==> src/fbsr_pkg.sv <==
// package: constants and types for the four-stage shift register block
package fbsr_pkg;

    // number of stages and the positions of the end stages
    localparam int unsigned STAGES      = 4;
    localparam int unsigned FIRST_STAGE = 0;
    localparam int unsigned LAST_STAGE  = 3;

    // depth of every pin synchroniser
    localparam int unsigned SYNC_DEPTH = 2;

    // positions of the pins inside the sampled pin bundle
    localparam int unsigned PIN_W        = 9;
    localparam int unsigned PIN_VAL_LSB  = 0;  // load_value occupies 3:0
    localparam int unsigned PIN_SET      = 4;  // first-stage set input
    localparam int unsigned PIN_CLR_N    = 5;  // first-stage clear, low
    localparam int unsigned PIN_LOAD_N   = 6;  // load_select_n
    localparam int unsigned PIN_SCLK     = 7;  // shift_clock
    localparam int unsigned PIN_CLEAR_N  = 8;  // clear_n, whole register

    // values after reset
    localparam logic [STAGES-1:0] STAGE_RST    = 4'h0;
    localparam logic              INV_RST      = 1'h1;
    localparam logic [PIN_W-1:0]  SYNC_RST     = 9'h000;
    localparam logic              SCLK_PRV_RST = 1'h0;

    // system clock and the least high or low time of a pin clock
    localparam int unsigned MCLK_PERIOD_NS   = 100;
    localparam int unsigned PIN_MIN_PULSE_NS = 200;
    localparam int unsigned PIN_MIN_PULSE_CYC =
        (PIN_MIN_PULSE_NS + MCLK_PERIOD_NS - 1) / MCLK_PERIOD_NS;

    // the two operating modes
    typedef enum logic {
        FBSR_MODE_LOAD  = 1'b0,
        FBSR_MODE_SHIFT = 1'b1
    } fbsr_mode_e;

    // width of the stage vector
    typedef logic [STAGES-1:0] fbsr_stage_t;

endpackage : fbsr_pkg

==> src/fbsr_pin_if.sv <==
// interface: raw and synchronised pin bundle between top and synchroniser
`timescale 1ns/1ps
interface fbsr_pin_if;

    logic [fbsr_pkg::PIN_W-1:0] raw;     // pins as they arrive
    logic [fbsr_pkg::PIN_W-1:0] synced;  // pins after two flip-flops

    // synchroniser end: reads pins, drives clean copies
    modport sync_mp (
        input  raw,
        output synced
    );

    // core end: drives pins in, reads clean copies
    modport core_mp (
        output raw,
        input  synced
    );

endinterface : fbsr_pin_if

==> src/fbsr_top.sv <==
// module: four-stage shift register with load, first-stage pair and clear
`timescale 1ns/1ps
module fbsr_top (
    input  wire logic       mclk_i,               // system clock, 10 MHz
    input  wire logic       arst_n_i,             // async reset, low
    input  wire logic       ce_i,                 // clock enable
    input  wire logic       shift_clock_i,        // pin clock, rising
    input  wire logic       load_select_n_i,      // low loads, high shifts
    input  wire logic       first_set_i,          // first-stage set
    input  wire logic       first_clr_n_i,        // first-stage clear, low
    input  wire logic [3:0] load_value_i,         // parallel data
    input  wire logic       clear_n_i,            // register clear, low
    output logic      [3:0] stage_out_o,          // stage contents
    output logic            last_stage_out_inv_o  // inverse of last stage
);

    // ------------------------------------------------------------------
    // reset release
    // ------------------------------------------------------------------

    // reset copy; asserts at once, releases two clock edges later
    logic rst_meta_ff;
    logic rst_n_ff;

    // the release is staged so no flop sees it mid-edge;
    // this pair runs regardless of ce_i so reset can always leave
    always_ff @(posedge mclk_i or negedge arst_n_i) begin
        if (!arst_n_i) begin
            rst_meta_ff <= 1'h0;
            rst_n_ff    <= 1'h0;
        end else begin
            rst_meta_ff <= 1'h1;
            rst_n_ff    <= rst_meta_ff;
        end
    end

    // ------------------------------------------------------------------
    // pin synchronisation
    // ------------------------------------------------------------------

    // bundle between the top and the synchroniser bank
    fbsr_pin_if pin_bus ();

    // gather every pin into one vector, positions from the package
    assign pin_bus.raw[fbsr_pkg::PIN_VAL_LSB +: fbsr_pkg::STAGES] =
        load_value_i;
    assign pin_bus.raw[fbsr_pkg::PIN_SET]     = first_set_i;
    assign pin_bus.raw[fbsr_pkg::PIN_CLR_N]   = first_clr_n_i;
    assign pin_bus.raw[fbsr_pkg::PIN_LOAD_N]  = load_select_n_i;
    assign pin_bus.raw[fbsr_pkg::PIN_SCLK]    = shift_clock_i;
    assign pin_bus.raw[fbsr_pkg::PIN_CLEAR_N] = clear_n_i;

    // all pins come from outside the mclk domain, so each gets two flops
    fbsr_sync u_sync (
        .mclk_i  (mclk_i),
        .rst_n_i (rst_n_ff),
        .ce_i    (ce_i),
        .pins    (pin_bus.sync_mp)
    );

    // ------------------------------------------------------------------
    // clean pin values
    // ------------------------------------------------------------------

    // clean pin clock and clear, read in the current cycle
    logic sclk_s;
    logic clear_n_s;

    assign sclk_s    = pin_bus.synced[fbsr_pkg::PIN_SCLK];
    assign clear_n_s = pin_bus.synced[fbsr_pkg::PIN_CLEAR_N];

    // previous sample of the clock and of the data pins
    logic                       sclk_prv_ff;
    logic [fbsr_pkg::PIN_W-1:0] data_prv_ff;

    // data is taken from the sample before the clock was seen high;
    // that mimics a setup window and keeps data that moves together
    // with the clock edge from leaking into the capture
    always_ff @(posedge mclk_i or negedge rst_n_ff) begin
        if (!rst_n_ff) begin
            sclk_prv_ff <= fbsr_pkg::SCLK_PRV_RST;
            data_prv_ff <= fbsr_pkg::SYNC_RST;
        end else if (ce_i) begin
            sclk_prv_ff <= sclk_s;
            data_prv_ff <= pin_bus.synced;
        end
    end

    // fields of the held data sample
    fbsr_pkg::fbsr_stage_t load_val_s;
    logic                  set_s;
    logic                  clr_n_s;
    logic                  load_n_s;

    assign load_val_s =
        data_prv_ff[fbsr_pkg::PIN_VAL_LSB +: fbsr_pkg::STAGES];
    assign set_s    = data_prv_ff[fbsr_pkg::PIN_SET];
    assign clr_n_s  = data_prv_ff[fbsr_pkg::PIN_CLR_N];
    assign load_n_s = data_prv_ff[fbsr_pkg::PIN_LOAD_N];

    // ------------------------------------------------------------------
    // decoding helpers
    // ------------------------------------------------------------------

    // mode from the load select level
    function automatic fbsr_pkg::fbsr_mode_e mode_of(
        input logic load_n
    );
        mode_of = load_n ? fbsr_pkg::FBSR_MODE_SHIFT
                         : fbsr_pkg::FBSR_MODE_LOAD;
    endfunction

    // next value of stage zero from the first-stage pair
    function automatic logic first_next(
        input logic set,
        input logic clr_n,
        input logic cur
    );
        case ({set, clr_n})
            2'h3:    first_next = 1'h1;  // sets, clear idle
            2'h0:    first_next = 1'h0;  // cleared
            2'h2:    first_next = ~cur;  // toggles
            2'h1:    first_next = cur;   // holds
            default: first_next = cur;   // x on the pair keeps the bit
        endcase
    endfunction

    // ------------------------------------------------------------------
    // edge and mode detection
    // ------------------------------------------------------------------

    // a rising edge is a low sample followed by a high one;
    // the pin clock needs PIN_MIN_PULSE_CYC cycles high and low
    logic sclk_rise;
    assign sclk_rise = sclk_s & ~sclk_prv_ff;

    // mode chosen from the level held at the edge
    fbsr_pkg::fbsr_mode_e mode_s;
    assign mode_s = mode_of(load_n_s);

    // ------------------------------------------------------------------
    // stage register
    // ------------------------------------------------------------------

    // stage flops and the inverted copy of the last stage
    fbsr_pkg::fbsr_stage_t stage_ff;
    fbsr_pkg::fbsr_stage_t nxt_stage;
    logic                  inv_ff;
    logic                  nxt_inv;

    // candidate values for each mode
    fbsr_pkg::fbsr_stage_t shift_val;  // shifted contents
    fbsr_pkg::fbsr_stage_t load_val;   // parallel contents

    // shift: stage n takes stage n-1, stage zero from the pair
    assign shift_val = {stage_ff[fbsr_pkg::LAST_STAGE-1:0],
                        first_next(set_s, clr_n_s,
                                   stage_ff[fbsr_pkg::FIRST_STAGE])};

    // load: the pair plays no part here
    assign load_val = load_val_s;

    // next stage value: clear overrides, then edges, else hold
    always_comb begin
        nxt_stage = stage_ff;
        if (!clear_n_s) begin
            // level clear, needs no pin clock edge
            nxt_stage = fbsr_pkg::STAGE_RST;
        end else if (sclk_rise) begin
            case (mode_s)
                fbsr_pkg::FBSR_MODE_SHIFT: begin
                    nxt_stage = shift_val;
                end
                fbsr_pkg::FBSR_MODE_LOAD: begin
                    nxt_stage = load_val;
                end
                default: begin
                    nxt_stage = stage_ff;
                end
            endcase
        end
        // no edge: inputs may move freely
    end

    // inverse computed from the next value so both flops agree
    assign nxt_inv = ~nxt_stage[fbsr_pkg::LAST_STAGE];

    // stage and inverse flops update together, frozen when ce_i is low
    always_ff @(posedge mclk_i or negedge rst_n_ff) begin
        if (!rst_n_ff) begin
            stage_ff <= fbsr_pkg::STAGE_RST;
            inv_ff   <= fbsr_pkg::INV_RST;
        end else if (ce_i) begin
            stage_ff <= nxt_stage;
            inv_ff   <= nxt_inv;
        end
    end

    // ------------------------------------------------------------------
    // outputs
    // ------------------------------------------------------------------

    // outputs straight from the flops; a clear shows two to three mclk
    // cycles late because the clear pin is synchronised first, a cost
    // taken to keep the pin out of the reset tree
    assign stage_out_o          = stage_ff;
    assign last_stage_out_inv_o = inv_ff;

endmodule // fbsr_top

==> src/fbsr_sync.sv <==
// module: two-stage synchroniser bank for every pin of the register
`timescale 1ns/1ps
module fbsr_sync (
    input  wire logic   mclk_i,
    input  wire logic   rst_n_i,
    input  wire logic   ce_i,
    fbsr_pin_if.sync_mp pins
);

    // first and second flip-flop of each pin
    logic [fbsr_pkg::PIN_W-1:0] meta_ff;
    logic [fbsr_pkg::PIN_W-1:0] sync_ff;

    // one chain per pin; the first flop feeds only the second
    genvar gi;
    generate
        for (gi = 0; gi < fbsr_pkg::PIN_W; gi++) begin : g_chain
            always_ff @(posedge mclk_i or negedge rst_n_i) begin
                if (!rst_n_i) begin
                    meta_ff[gi] <= fbsr_pkg::SYNC_RST[gi];
                    sync_ff[gi] <= fbsr_pkg::SYNC_RST[gi];
                end else if (ce_i) begin
                    meta_ff[gi] <= pins.raw[gi];
                    sync_ff[gi] <= meta_ff[gi];
                end
            end
        end
    endgenerate

    // clean copies go to the core
    assign pins.synced = sync_ff;

endmodule // fbsr_sync

==> config.mk <==
export PLATFORM = sky130hd
export DESIGN_NAME = fbsr_top
export DESIGN_NICKNAME = d
export VERILOG_FILES = /design/src/fbsr_pkg.sv /design/src/fbsr_pin_if.sv /design/src/fbsr_top.sv /design/src/fbsr_sync.sv
export SDC_FILE = /design/constraint.sdc
export NUM_CORES = 1
export LEC_CHECK = 0
export ABC_AREA = 1
export BUFFER_PORTS_ARGS = -buffer_cell sky130_fd_sc_hd__buf_4
export CORE_MARGIN = 2
export CORE_UTILIZATION = 45
export CTS_BUF_LIST = sky130_fd_sc_hd__clkbuf_16
export CTS_CLUSTER_DIAMETER = 30
export CTS_CLUSTER_SIZE = 10
export DETAILED_ROUTE_END_ITERATION = 7
export SLEW_MARGIN = 10
export SYNTH_ARGS = -nofsm -noshare
export SYNTH_HDL_FRONTEND = slang
export SYNTH_HIERARCHICAL = 1
export SYNTH_SLANG_ARGS = --single-unit
export TNS_END_PERCENT = 100
==> constraint.sdc <==
create_clock -name mclk_i -period 1.4 [get_ports mclk_i]
set_input_delay 0.14 -clock mclk_i [delete_from_list [all_inputs] [get_ports mclk_i]]
set_output_delay 0.14 -clock mclk_i [all_outputs]
set_load 0.02 [all_outputs]
==> results of run 1 <==
## per-layer routing
metal | routed length (um) | vias to the layer above | global-route usage
li1 | - | 504 | -
met1 | 1060 | 439 | 0.199
met2 | 1040 | 18 | 0.253
met3 | 75 | 7 | 0.0459
met4 | 53 | 0 | 0.0974
met5 | 0 | - | 0
## state kept, by name, summed over array words and instances (netlist names)
register,flops
data_prv_ff,7
last_stage_out_inv_o,1
rst_meta_ff,1
rst_n_ff,1
sclk_prv_ff,1
stage_out_o,4
u_sync/meta_ff,9
u_sync/pins.synced,9
## power by group through the flow
stage	logic [uW]	clock network [uW]	registers [uW]
floorplan	173	0	1150
global placement	271	0	1130
detailed placement	280	0	1140
CTS	283	1010	1120
global route	321	1070	1130
finish	277	977	1120
## kinds of logic (layout without fill, tap and decap cells)
| family | Yosys count | count (layout) |
|---|---|---|
| AO/OA/AOI/OAI | 9 | 9 |
| AND/OR/NAND/NOR | 96 | 96 |
| multiplexers | 1 | 1 |
| buffers and inverters | 13 | 35 |
| other | 1 | 1 |
| flip-flops | 33 | 33 |
## worst reg2reg max path: cells and delay by family, from the launching register on
kind	cells	cell delay, ns
and+or+nand+nor	5	0.33
buffers and inverters	3	0.16
DFF	1	0.36
## final cells by class
class / count / area, um2
fillers: 287 / 1330
well taps: 33 / 41.3
flip-flops and latches: 33 / 827
clock inverters: 3 / 11.3
inverters: 8 / 37.5
multi-input cells: 107 / 459
clock buffers: 5 / 125
repair buffers: 19 / 145
## cell usage after synthesis
cell,count
inv_1,6
mux2i_1,1
o21bai_2,1
nor2_2,1
nand2_1,80
inv_8,1
nand3_2,1
nand3_1,3
conb_1,1
nand2_2,7
a21boi_0,1
inv_2,1
o21ai_1,3
a31oi_1,1
buf_4,3
nor2_1,4
buf_6,1
buf_8,1
dfstp_2,1
dfrtp_1,32
o21ai_0,3
## cell usage in the layout (no fill, tap or decap), types with 3 or more instances in the layout
cell	count
buf_4	18
clkbuf_16	5
dfrtp_1	32
inv_1	8
nand2_1	80
nand2_2	7
nand3_1	3
nor2_1	4
o21ai_0	3
o21ai_1	3
## per-stage QoR
| step | area [um2] | std cells |
|---|---|---|
| 4_1_cts | 1650 | 208 |
| 3_3_place_gp | 1500 | 199 |
| 6_report | 1650 | 208 |
| 5_1_grt | 1650 | 208 |
| 3_5_place_dp | 1500 | 199 |
| 2_1_floorplan | 1370 | 153 |
## final timing paths
check	startpoint	end	slack (ns)	cells after the start
max in group asynchronous	rst_n_ff	last_stage_out_inv_o	0.84	1
min in group asynchronous	arst_n_i	rst_n_ff	0.19	2
setup reg to reg	sclk_prv_ff	stage_out_o[0]	0.45	8
hold reg to reg	rst_n_ff	u_sync/meta_ff[0]	0.25	1
hold / removal	load_select_n_i	u_sync/meta_ff[6]	0.07	3
setup / recovery	last_stage_out_inv_o	last_stage_out_inv_o	0.33	1
==> reports/metrics.cfg, run 1 <==
[outcome]
outcome=finished, final reports clean

[setup_path]
cp.arrival_ns=0.93
critPathRequiredTime_ns=1.26
worst-path-buf-inv=1
timing.setup.critical_path_class=flop to output port
critical_path.top_delay_family=flip-flops
path_cells=buf_4
critPathMaxFanout=2
worstSetupEndpointType=output port
cp-start-kind=flop
max_stage_delay_ns=0.53
crit_slowest_cell=dfstp_2

[floorplan]
die_height_um=59.2
num_rows=20
die_width_um=59.2
core_area_um2=2980
initial_utilization=0.461
io_pins=17
dieArea_um2=3510

[timing]
fmax_mhz=938
holdWs_ns=0.0700
tns_ns=0
fin_worst_skew_ns=0.00428
slew_violations=0
rsz0062_at_grt=false
hold_viol_final=0
fin_crit_ns=1.07
finalSetupViolCount=0
setup_slack_ns=0.333
period_share=0.762

[yosys]
synth_top_area_frac=0.583
synth_top_family_by_area=simple AND/OR/NAND/NOR gates
yosysUniqueCellTypes=21
seq_area_frac_synth=0.603
syn_area_um2=1370
yosys_warnings=6
synth_seq_cells=33
syn_inst=153
synthAdderAreaFrac=0
synth_fp_nets=165
syn_avg_cell_area_um2=8.97
synth.top_cells.by_area=dfrtp_1, nand2_1, nand2_2
synthMuxAreaShare=0.00729
synth_top_cell_by_area=dfrtp_1
synth-xor-area-share=0
synth-compound-area-share=0.0401
synthSimpleGateAreaFrac=0.284

[global_routing]
grt_pass1_wl_um=4140
grt_overflow=0
grt_pass1_vias=988
grt_max_degree=32
antenna_found_initial=0
gr-usage-all-layers=0.162

[cts]
clock_latency_ns=0.27
cts_made_buffers=5
cts_sinks=33
post_cts_resized=0
clk_path_buf_depth=2
cts_tree=yes
holdBufCountCts=1
postCtsSetupBuffers=0
clk_pin_slew_ns=0.05
cts_root_buf=clkbuf_16
htree_levels=2

[flow_run]
drv_cap=0

[drt]
wl_per_cell_um=10.7
drt_iter0_markers=38
viasPerCell=4.65
antenna_left=0
drtPass1Iterations=4
route.detailed.drc=0
routed_wl_um=2230
vias=968

[layout]
syn_to_final_growth_pct=20.0
fin_nets=186
antenna_cells=0
postLayoutCoreUtil=0.553
drive_above_1_share=0.206

[placement]
place_congestion=0.875
port_buffers=16
place_ws_ns=0.451
place_hpwl_um=1530

[pwr]
p_sw_uw=565
comb_power_share=0.117
p_int_uw=1810
power_density_nw_per_um2=1440
finalPower_uw=2380
p_sw_frac=0.238
p_leak_uw=0.000890
peakVddDrop_mv=0.859
seqPwrFrac=0.472
clkPwrFrac=0.411

[min_path]
hold_class=input port to flop

No activity file was read; power rests on OpenSTA's default activity.
==> run 2, diff against run 1 <==
==> constraint.sdc (replaced) <==
create_clock -name mclk_i -period 1.07 [get_ports mclk_i]
set_input_delay 0.107 -clock mclk_i [delete_from_list [all_inputs] [get_ports mclk_i]]
set_output_delay 0.107 -clock mclk_i [all_outputs]
set_load 0.02 [all_outputs]
==> run 2 against run 1 <==
Effect of this change:
- cell count is 0.96% higher
- non-clock buffer count increased by 2
- via count grew 5.1%
- sequential power grew 31%
- wire length is 7.7% higher
- hold slack lost 0.043 ns
- clock power rose by 34%
- worst setup slack lost 0.30 ns
==> reports/metrics.cfg, run 2 (synthesis results as in run 1) <==
[layout]
instances_no_fill=210  ; was 208
antenna_cells=0  ; unchanged
n_fill_cell=277  ; was 287
postLayoutCoreUtil=0.559  ; was 0.553
final_cell_mix=nand2_1, dfrtp_1, buf_4  ; unchanged
layout_commonest_cell=nand2_1  ; unchanged
drive_above_1_share=0.220  ; was 0.206
regArea_um2=827  ; unchanged
multi_input_area_um2=462  ; was 459 um2
fin_nets=188  ; was 186
syn_to_final_growth_pct=21.2  ; was 20.0%

[timing]
fin_worst_skew_ns=0.00366  ; was 0.00428 ns
fmax_mhz=962
finalSetupViolCount=0  ; unchanged
rsz0062_at_grt=true  ; was false
period_share=0.972
fin_crit_ns=1.04
hold_viol_final=0  ; unchanged
slew_violations=0  ; unchanged
tns_ns=0  ; unchanged

[floorplan]
dieArea_um2=3510  ; unchanged
core_area_um2=2980  ; unchanged
num_rows=20  ; unchanged
die_height_um=59.2  ; unchanged
die_width_um=59.2  ; unchanged
io_pins=17  ; unchanged
initial_utilization=0.461  ; unchanged

[pwr]
power_density_nw_per_um2=1900  ; was 1440 nW/um2
p_int_uw=2380  ; was 1810 uW
clkPwrFrac=0.414  ; was 0.411
finalPower_uw=3150  ; was 2380 uW
peakVddDrop_mv=1.39  ; was 0.859 mV
seqPwrFrac=0.466  ; was 0.472
comb_power_share=0.119  ; was 0.117
p_sw_uw=775  ; was 565 uW
p_sw_frac=0.246  ; was 0.238
p_leak_uw=0.000904  ; was 0.000890 uW

[setup_path]
critical_path.top_delay_family=flip-flops  ; unchanged
timing.setup.critical_path_class=flop to output port  ; unchanged
critPathRequiredTime_ns=0.96  ; was 1.26 ns
max_stage_delay_ns=0.53  ; about the same
worst-path-buf-inv=1  ; unchanged
cp.arrival_ns=0.93  ; about the same
worstSetupEndpointType=output port  ; unchanged
crit_slowest_cell=dfstp_2  ; unchanged
path_cells=buf_4  ; unchanged
critPathMaxFanout=2  ; unchanged
cp-start-kind=flop  ; unchanged

[cts]
clk_pin_slew_ns=0.05  ; about the same
cts_made_buffers=5  ; unchanged
cts_root_buf=clkbuf_16  ; unchanged
clk_path_buf_depth=2  ; unchanged
cts_tree=yes  ; unchanged
cts_sinks=33  ; unchanged
htree_levels=2  ; unchanged
clock_latency_ns=0.27  ; about the same

[drt]
wl_per_cell_um=11.4  ; was 10.7 um
route.detailed.drc=0  ; unchanged
antenna_left=0  ; unchanged
viasPerCell=4.84  ; was 4.65
drt_iter0_markers=32  ; was 38
routed_wl_um=2400  ; was 2230 um
vias=1017  ; was 968
drtPass1Iterations=4  ; unchanged

[global_routing]
antenna_found_initial=0  ; unchanged
grt_max_degree=27  ; was 32
gr-usage-all-layers=0.169  ; was 0.162
grt_pass1_vias=997  ; was 988
grt_pass1_wl_um=4210  ; was 4140 um
grt_overflow=0  ; unchanged

[outcome]
outcome=finished, final reports clean  ; unchanged

[placement]
place_hpwl_um=1660  ; was 1530 um
dp.cells=200  ; was 199
port_buffers=16  ; unchanged
place_congestion=0.875  ; about the same

[flow_run]
drv_cap=0  ; unchanged

[min_path]
hold_class=input port to flop  ; unchanged

run 2: final timing paths:
path	start	to	slack, ns	cells past startpoint
min in group asynchronous	rst_n_ff	u_sync/pins.synced[6]	0.13	0
worst min-delay path	clear_n_i	u_sync/meta_ff[8]	0.03	3
worst max-delay path	last_stage_out_inv_o	last_stage_out_inv_o	0.03	1
max in group asynchronous	rst_n_ff	u_sync/pins.synced[3]	0.44	1
worst min register to register	rst_n_ff	u_sync/pins.synced[6]	0.13	0
worst max register to register	data_prv_ff[6]	stage_out_o[3]	0.05	4
run 2: metrics by stage:
step           instance area, um2  hold slack (ns)  worst slack, ns
2_1_floorplan                1370           -0.189           0.0859
3_3_place_gp                 1510           -0.110            0.155
3_5_place_dp                 1510           -0.105            0.118
4_1_cts                      1650           0.0249           0.0202
5_1_grt                      1660           0.0319         -0.00915
6_report                     1660           0.0266           0.0305
run 2: power by group through the flow:
| stage | clock network [uW] | registers, uW | logic (uW) |
|---|---|---|---|
| after floorplan | 0 | 1510 | 227 |
| after global placement | 0 | 1490 | 354 |
| after detailed placement | 0 | 1490 | 365 |
| after CTS | 1340 | 1470 | 370 |
| after global routing | 1390 | 1490 | 434 |
| final | 1310 | 1470 | 377 |
run 2: area by class of cell:
class,count,share of cell area
tap,33,0.0248
sequential,33,0.497
clock inverter,3,0.00677
clock buffer,5,0.0752
timing repair buffer,21,0.0962
inverter,8,0.0226
multi-input combinational,107,0.277
run 2: worst min-delay path, delay by kind of cell:
kind	cells	cell delay, ns
AND/OR/NAND/NOR	2	0.09
buffers and inverters	1	0.07
run 2: per-layer routing:
metal / vias up / track usage / wire length [um]
met1: 476 / 0.191 / 1070
met5: - / 0 / 0
met2: 21 / 0.265 / 1150
met3: 7 / 0.0655 / 126
met4: 0 / 0.110 / 57
li1: 513 / - / -
run 2: repair_timing:
| item | CTS | global route |
|---|---|---|
| setup buffers | 0 | 1 |
| hold buffers | 1 | 0 |
| endpoints found under the hold margin | 2 | 0 |
| endpoints found under the setup margin | 0 | 1 |
| resized for setup | 0 | 1 |
==> run 3, diff against run 2 <==
--- a/config.mk
+++ b/config.mk
@@ -13,9 +13,9 @@
 export CTS_CLUSTER_DIAMETER = 30
 export CTS_CLUSTER_SIZE = 10
 export DETAILED_ROUTE_END_ITERATION = 7
+export SETUP_SLACK_MARGIN = 0.05
 export SLEW_MARGIN = 10
 export SYNTH_ARGS = -nofsm -noshare
 export SYNTH_HDL_FRONTEND = slang
-export SYNTH_HIERARCHICAL = 1
 export SYNTH_SLANG_ARGS = --single-unit
 export TNS_END_PERCENT = 100
==> run 3 against run 2 <==
Effect of this change:
- first-iteration DRC count is 41% lower
- synthesized area is 1.2% lower
- non-clock buffer count is 3 higher
- sequential power hardly changed
- clock power hardly changed
- die area is 1.1% lower
- wire length is 7.5% lower
- sequential share of layout area is 0.63 points lower
- sequential cell count stayed put
- hold slack better by 0.011 ns
- the run now ends with DRC left
- largest power group unchanged
- global-route usage is 0.68 points lower
- combinational power is 18% higher
==> reports/metrics.cfg, run 3 <==
[layout]
n_fill_cell=241  ; was 277
syn_to_final_growth_pct=24.4  ; was 21.2%
multi_input_area_um2=409  ; was 462 um2
regArea_um2=828  ; was 827 um2
antenna_cells=0  ; unchanged
drive_above_1_share=0.253  ; was 0.220
layout_commonest_cell=dfrtp_1  ; was nand2_1
fin_nets=173  ; was 188
final_cell_mix=dfrtp_1, nand2_1, buf_4  ; was nand2_1, dfrtp_1, buf_4

[floorplan]
die_height_um=58.9  ; was 59.2 um
dieArea_um2=3470  ; was 3510 um2
core_area_um2=2810  ; was 2980 um2
initial_utilization=0.483  ; was 0.461
io_pins=17  ; unchanged
die_width_um=58.9  ; was 59.2 um
num_rows=19  ; was 20

[min_path]
hold_class=input port to flop  ; unchanged

[yosys]
synth_top_area_frac=0.590  ; was 0.583
yosysMostFrequentCell=dfrtp_1  ; was nand2_1
synth_fp_nets=149  ; was 165
synth-main-ff-cell=dfrtp_1  ; unchanged
synth.top_cells.by_area=dfrtp_1, nand2_1, o21ai_0  ; was dfrtp_1, nand2_1, nand2_2
synth_seq_cells=33  ; unchanged
seq_area_frac_synth=0.610  ; was 0.603
ys_async_sr_fraction=1.00  ; unchanged
synth_top_cell_by_area=dfrtp_1  ; unchanged
syn_avg_cell_area_um2=9.90  ; was 8.97 um2
yosys-top-cells-count=dfrtp_1, nand2_1, inv_1  ; was nand2_1, dfrtp_1, nand2_2
syn_inst=137  ; was 153
syn_area_um2=1360  ; was 1370 um2
yosysUniqueCellTypes=20  ; was 21
yosys_warnings=0  ; was 6
synth_edf_count=0  ; unchanged

[cts]
cts_sinks=33  ; unchanged
cts_made_buffers=5  ; unchanged
clock_latency_ns=0.27  ; about the same
cts_root_buf=clkbuf_16  ; unchanged
htree_levels=2  ; unchanged
clk_pin_slew_ns=0.05  ; about the same
clk_path_buf_depth=2  ; unchanged
cts_tree=yes  ; unchanged

[drt]
routed_wl_um=2220  ; was 2400 um
route.detailed.drc=1  ; was 0
drt_iter0_markers=19  ; was 32
drtPass1Iterations=6  ; was 4
viasPerCell=4.81  ; was 4.84
wl_per_cell_um=11.5  ; was 11.4 um
antenna_left=0  ; unchanged
vias=928  ; was 1,017

[outcome]
violations=DRC
outcome=finished with violations  ; was finished, final reports clean

[setup_path]
worst-path-buf-inv=1  ; unchanged
worstSetupEndpointType=output port  ; unchanged
critPathMaxFanout=2  ; unchanged
max_stage_delay_ns=0.53  ; about the same
timing.setup.critical_path_class=flop to output port  ; unchanged
path_cells=buf_6  ; was buf_4
critical_path.top_delay_family=flip-flops  ; unchanged
crit_slowest_cell=dfstp_2  ; unchanged
cp-start-kind=flop  ; unchanged
critPathRequiredTime_ns=0.96  ; about the same
cp.arrival_ns=0.92  ; was 0.93 ns

[global_routing]
gr-usage-all-layers=0.162  ; was 0.169
grt_max_degree=32  ; was 27
grt_overflow=0  ; unchanged
grt_pass1_vias=964  ; was 997
grt_pass1_wl_um=3980  ; was 4210 um
antenna_found_initial=0  ; unchanged

[placement]
place_congestion=0.765  ; was 0.875
place_hpwl_um=1510  ; was 1660 um
place_ws_ns=0.0374  ; was 0.118 ns
port_buffers=16  ; unchanged

[pwr]
clkPwrFrac=0.405  ; was 0.414
peakVddDrop_mv=1.05  ; was 1.39 mV
power_density_nw_per_um2=1920  ; was 1900 nW/um2
p_sw_uw=795  ; was 775 uW
comb_power_share=0.137  ; was 0.119
p_sw_frac=0.245  ; was 0.246
p_int_uw=2440  ; was 2380 uW
seqPwrFrac=0.458  ; was 0.466
p_leak_uw=0.000831  ; was 0.000904 uW

[flow_run]
drv_cap=0  ; unchanged

[timing]
period_share=0.956  ; was 0.972
fin_worst_skew_ns=0.00179  ; was 0.00366 ns
holdWs_ns=0.0376  ; was 0.0266 ns
fmax_mhz=978  ; was 962 MHz
hold_viol_final=0  ; unchanged
fin_crit_ns=1.02  ; was 1.04 ns
rsz0062_at_grt=true  ; unchanged
setup_slack_ns=0.0471  ; was 0.0305 ns
finalSetupViolCount=0  ; unchanged
slew_violations=0  ; unchanged

run 3: cell count changes after synthesis, moves of 3 or more:
cell,delta
nand2_2,-6
o21ai_1,-3
buf_2,+5
nand2_1,-54
o21ai_0,+13
buf_4,-3
inv_1,+14
mux2_4,+3
a21oi_1,+9
nor2_1,+6
run 3: tightest hold or removal path, stage by stage:
cell and delay [ns]:
buf_4 0.08, nand2_1 0.04, o21ai_0 0.05
run 3: power groups by stage:
| stage | logic, uW | registers (uW) | clock network (uW) |
|---|---|---|---|
| floorplan | 253 | 1520 | 0 |
| global route | 509 | 1500 | 1400 |
| global placement | 405 | 1500 | 0 |
| detailed placement | 415 | 1500 | 0 |
| finish | 443 | 1480 | 1310 |
| CTS | 431 | 1480 | 1350 |
run 3: through the flow:
step / cell area, um2 / TNS (ns) / util / cells / power (uW)
3_5_place_dp: 1510 / 0 / 0.538 / 181 / 1920
4_1_cts: 1670 / 0 / 0.595 / 191 / 3260
6_report: 1690 / 0 / 0.602 / 193 / 3240
2_1_floorplan: 1360 / 0 / - / 137 / 1770
3_3_place_gp: 1510 / 0 / 0.538 / 181 / 1900
5_1_grt: 1690 / -0.000789 / 0.602 / 193 / 3410
run 3: cell families after synthesis:
logic type / synth area share
compound gates: 0.132
buf+inv: 0.0904
flops: 0.610
mux: 0.0415
other cells: 0.00276
simple gates: 0.124
run 3: worst paths after layout:
check | from | endpoint | slack [ns] | cells after the start
max | last_stage_out_inv_o | last_stage_out_inv_o | 0.05 | 1
min | load_value_i[1] | u_sync.meta_ff[1] | 0.04 | 3
max reg2reg | u_sync.pins.synced[7] | stage_out_o[3] | 0.07 | 5
min reg2reg | rst_n_ff | u_sync.meta_ff[1] | 0.23 | 1
max in group asynchronous | rst_n_ff | last_stage_out_inv_o | 0.61 | 1
min in group asynchronous | arst_n_i | rst_n_ff | 0.15 | 2
run 3: what timing repair did:
action | in CTS | in global routing
endpoints found under the hold margin | 2 | 0
pin swaps | 1 | 2
endpoints found under the setup margin | 2 | 4
gates cloned | 0 | 0
hold buffers | 1 | 0
buffers inserted | 1 | 2
resized for setup | 3 | 1
run 3: layer usage:
metal  vias to the layer above  global-route usage  share of wire  wire (um)
met5                         -                   0              0          0
met4                         0               0.104          0.027         60
met3                         5              0.0681          0.059        130
met2                        29               0.257           0.45       1010
met1                       422               0.179           0.46       1030
li1                        472                   -              -          -
run 3: area by class of cell:
type / count / share of cell area
repair buffers: 24 / 0.118
multi-input cells: 77 / 0.242
inverters: 20 / 0.0445
well taps: 31 / 0.0230
flip-flops and latches: 33 / 0.491
clock inverters: 3 / 0.00741
clock buffers: 5 / 0.0741
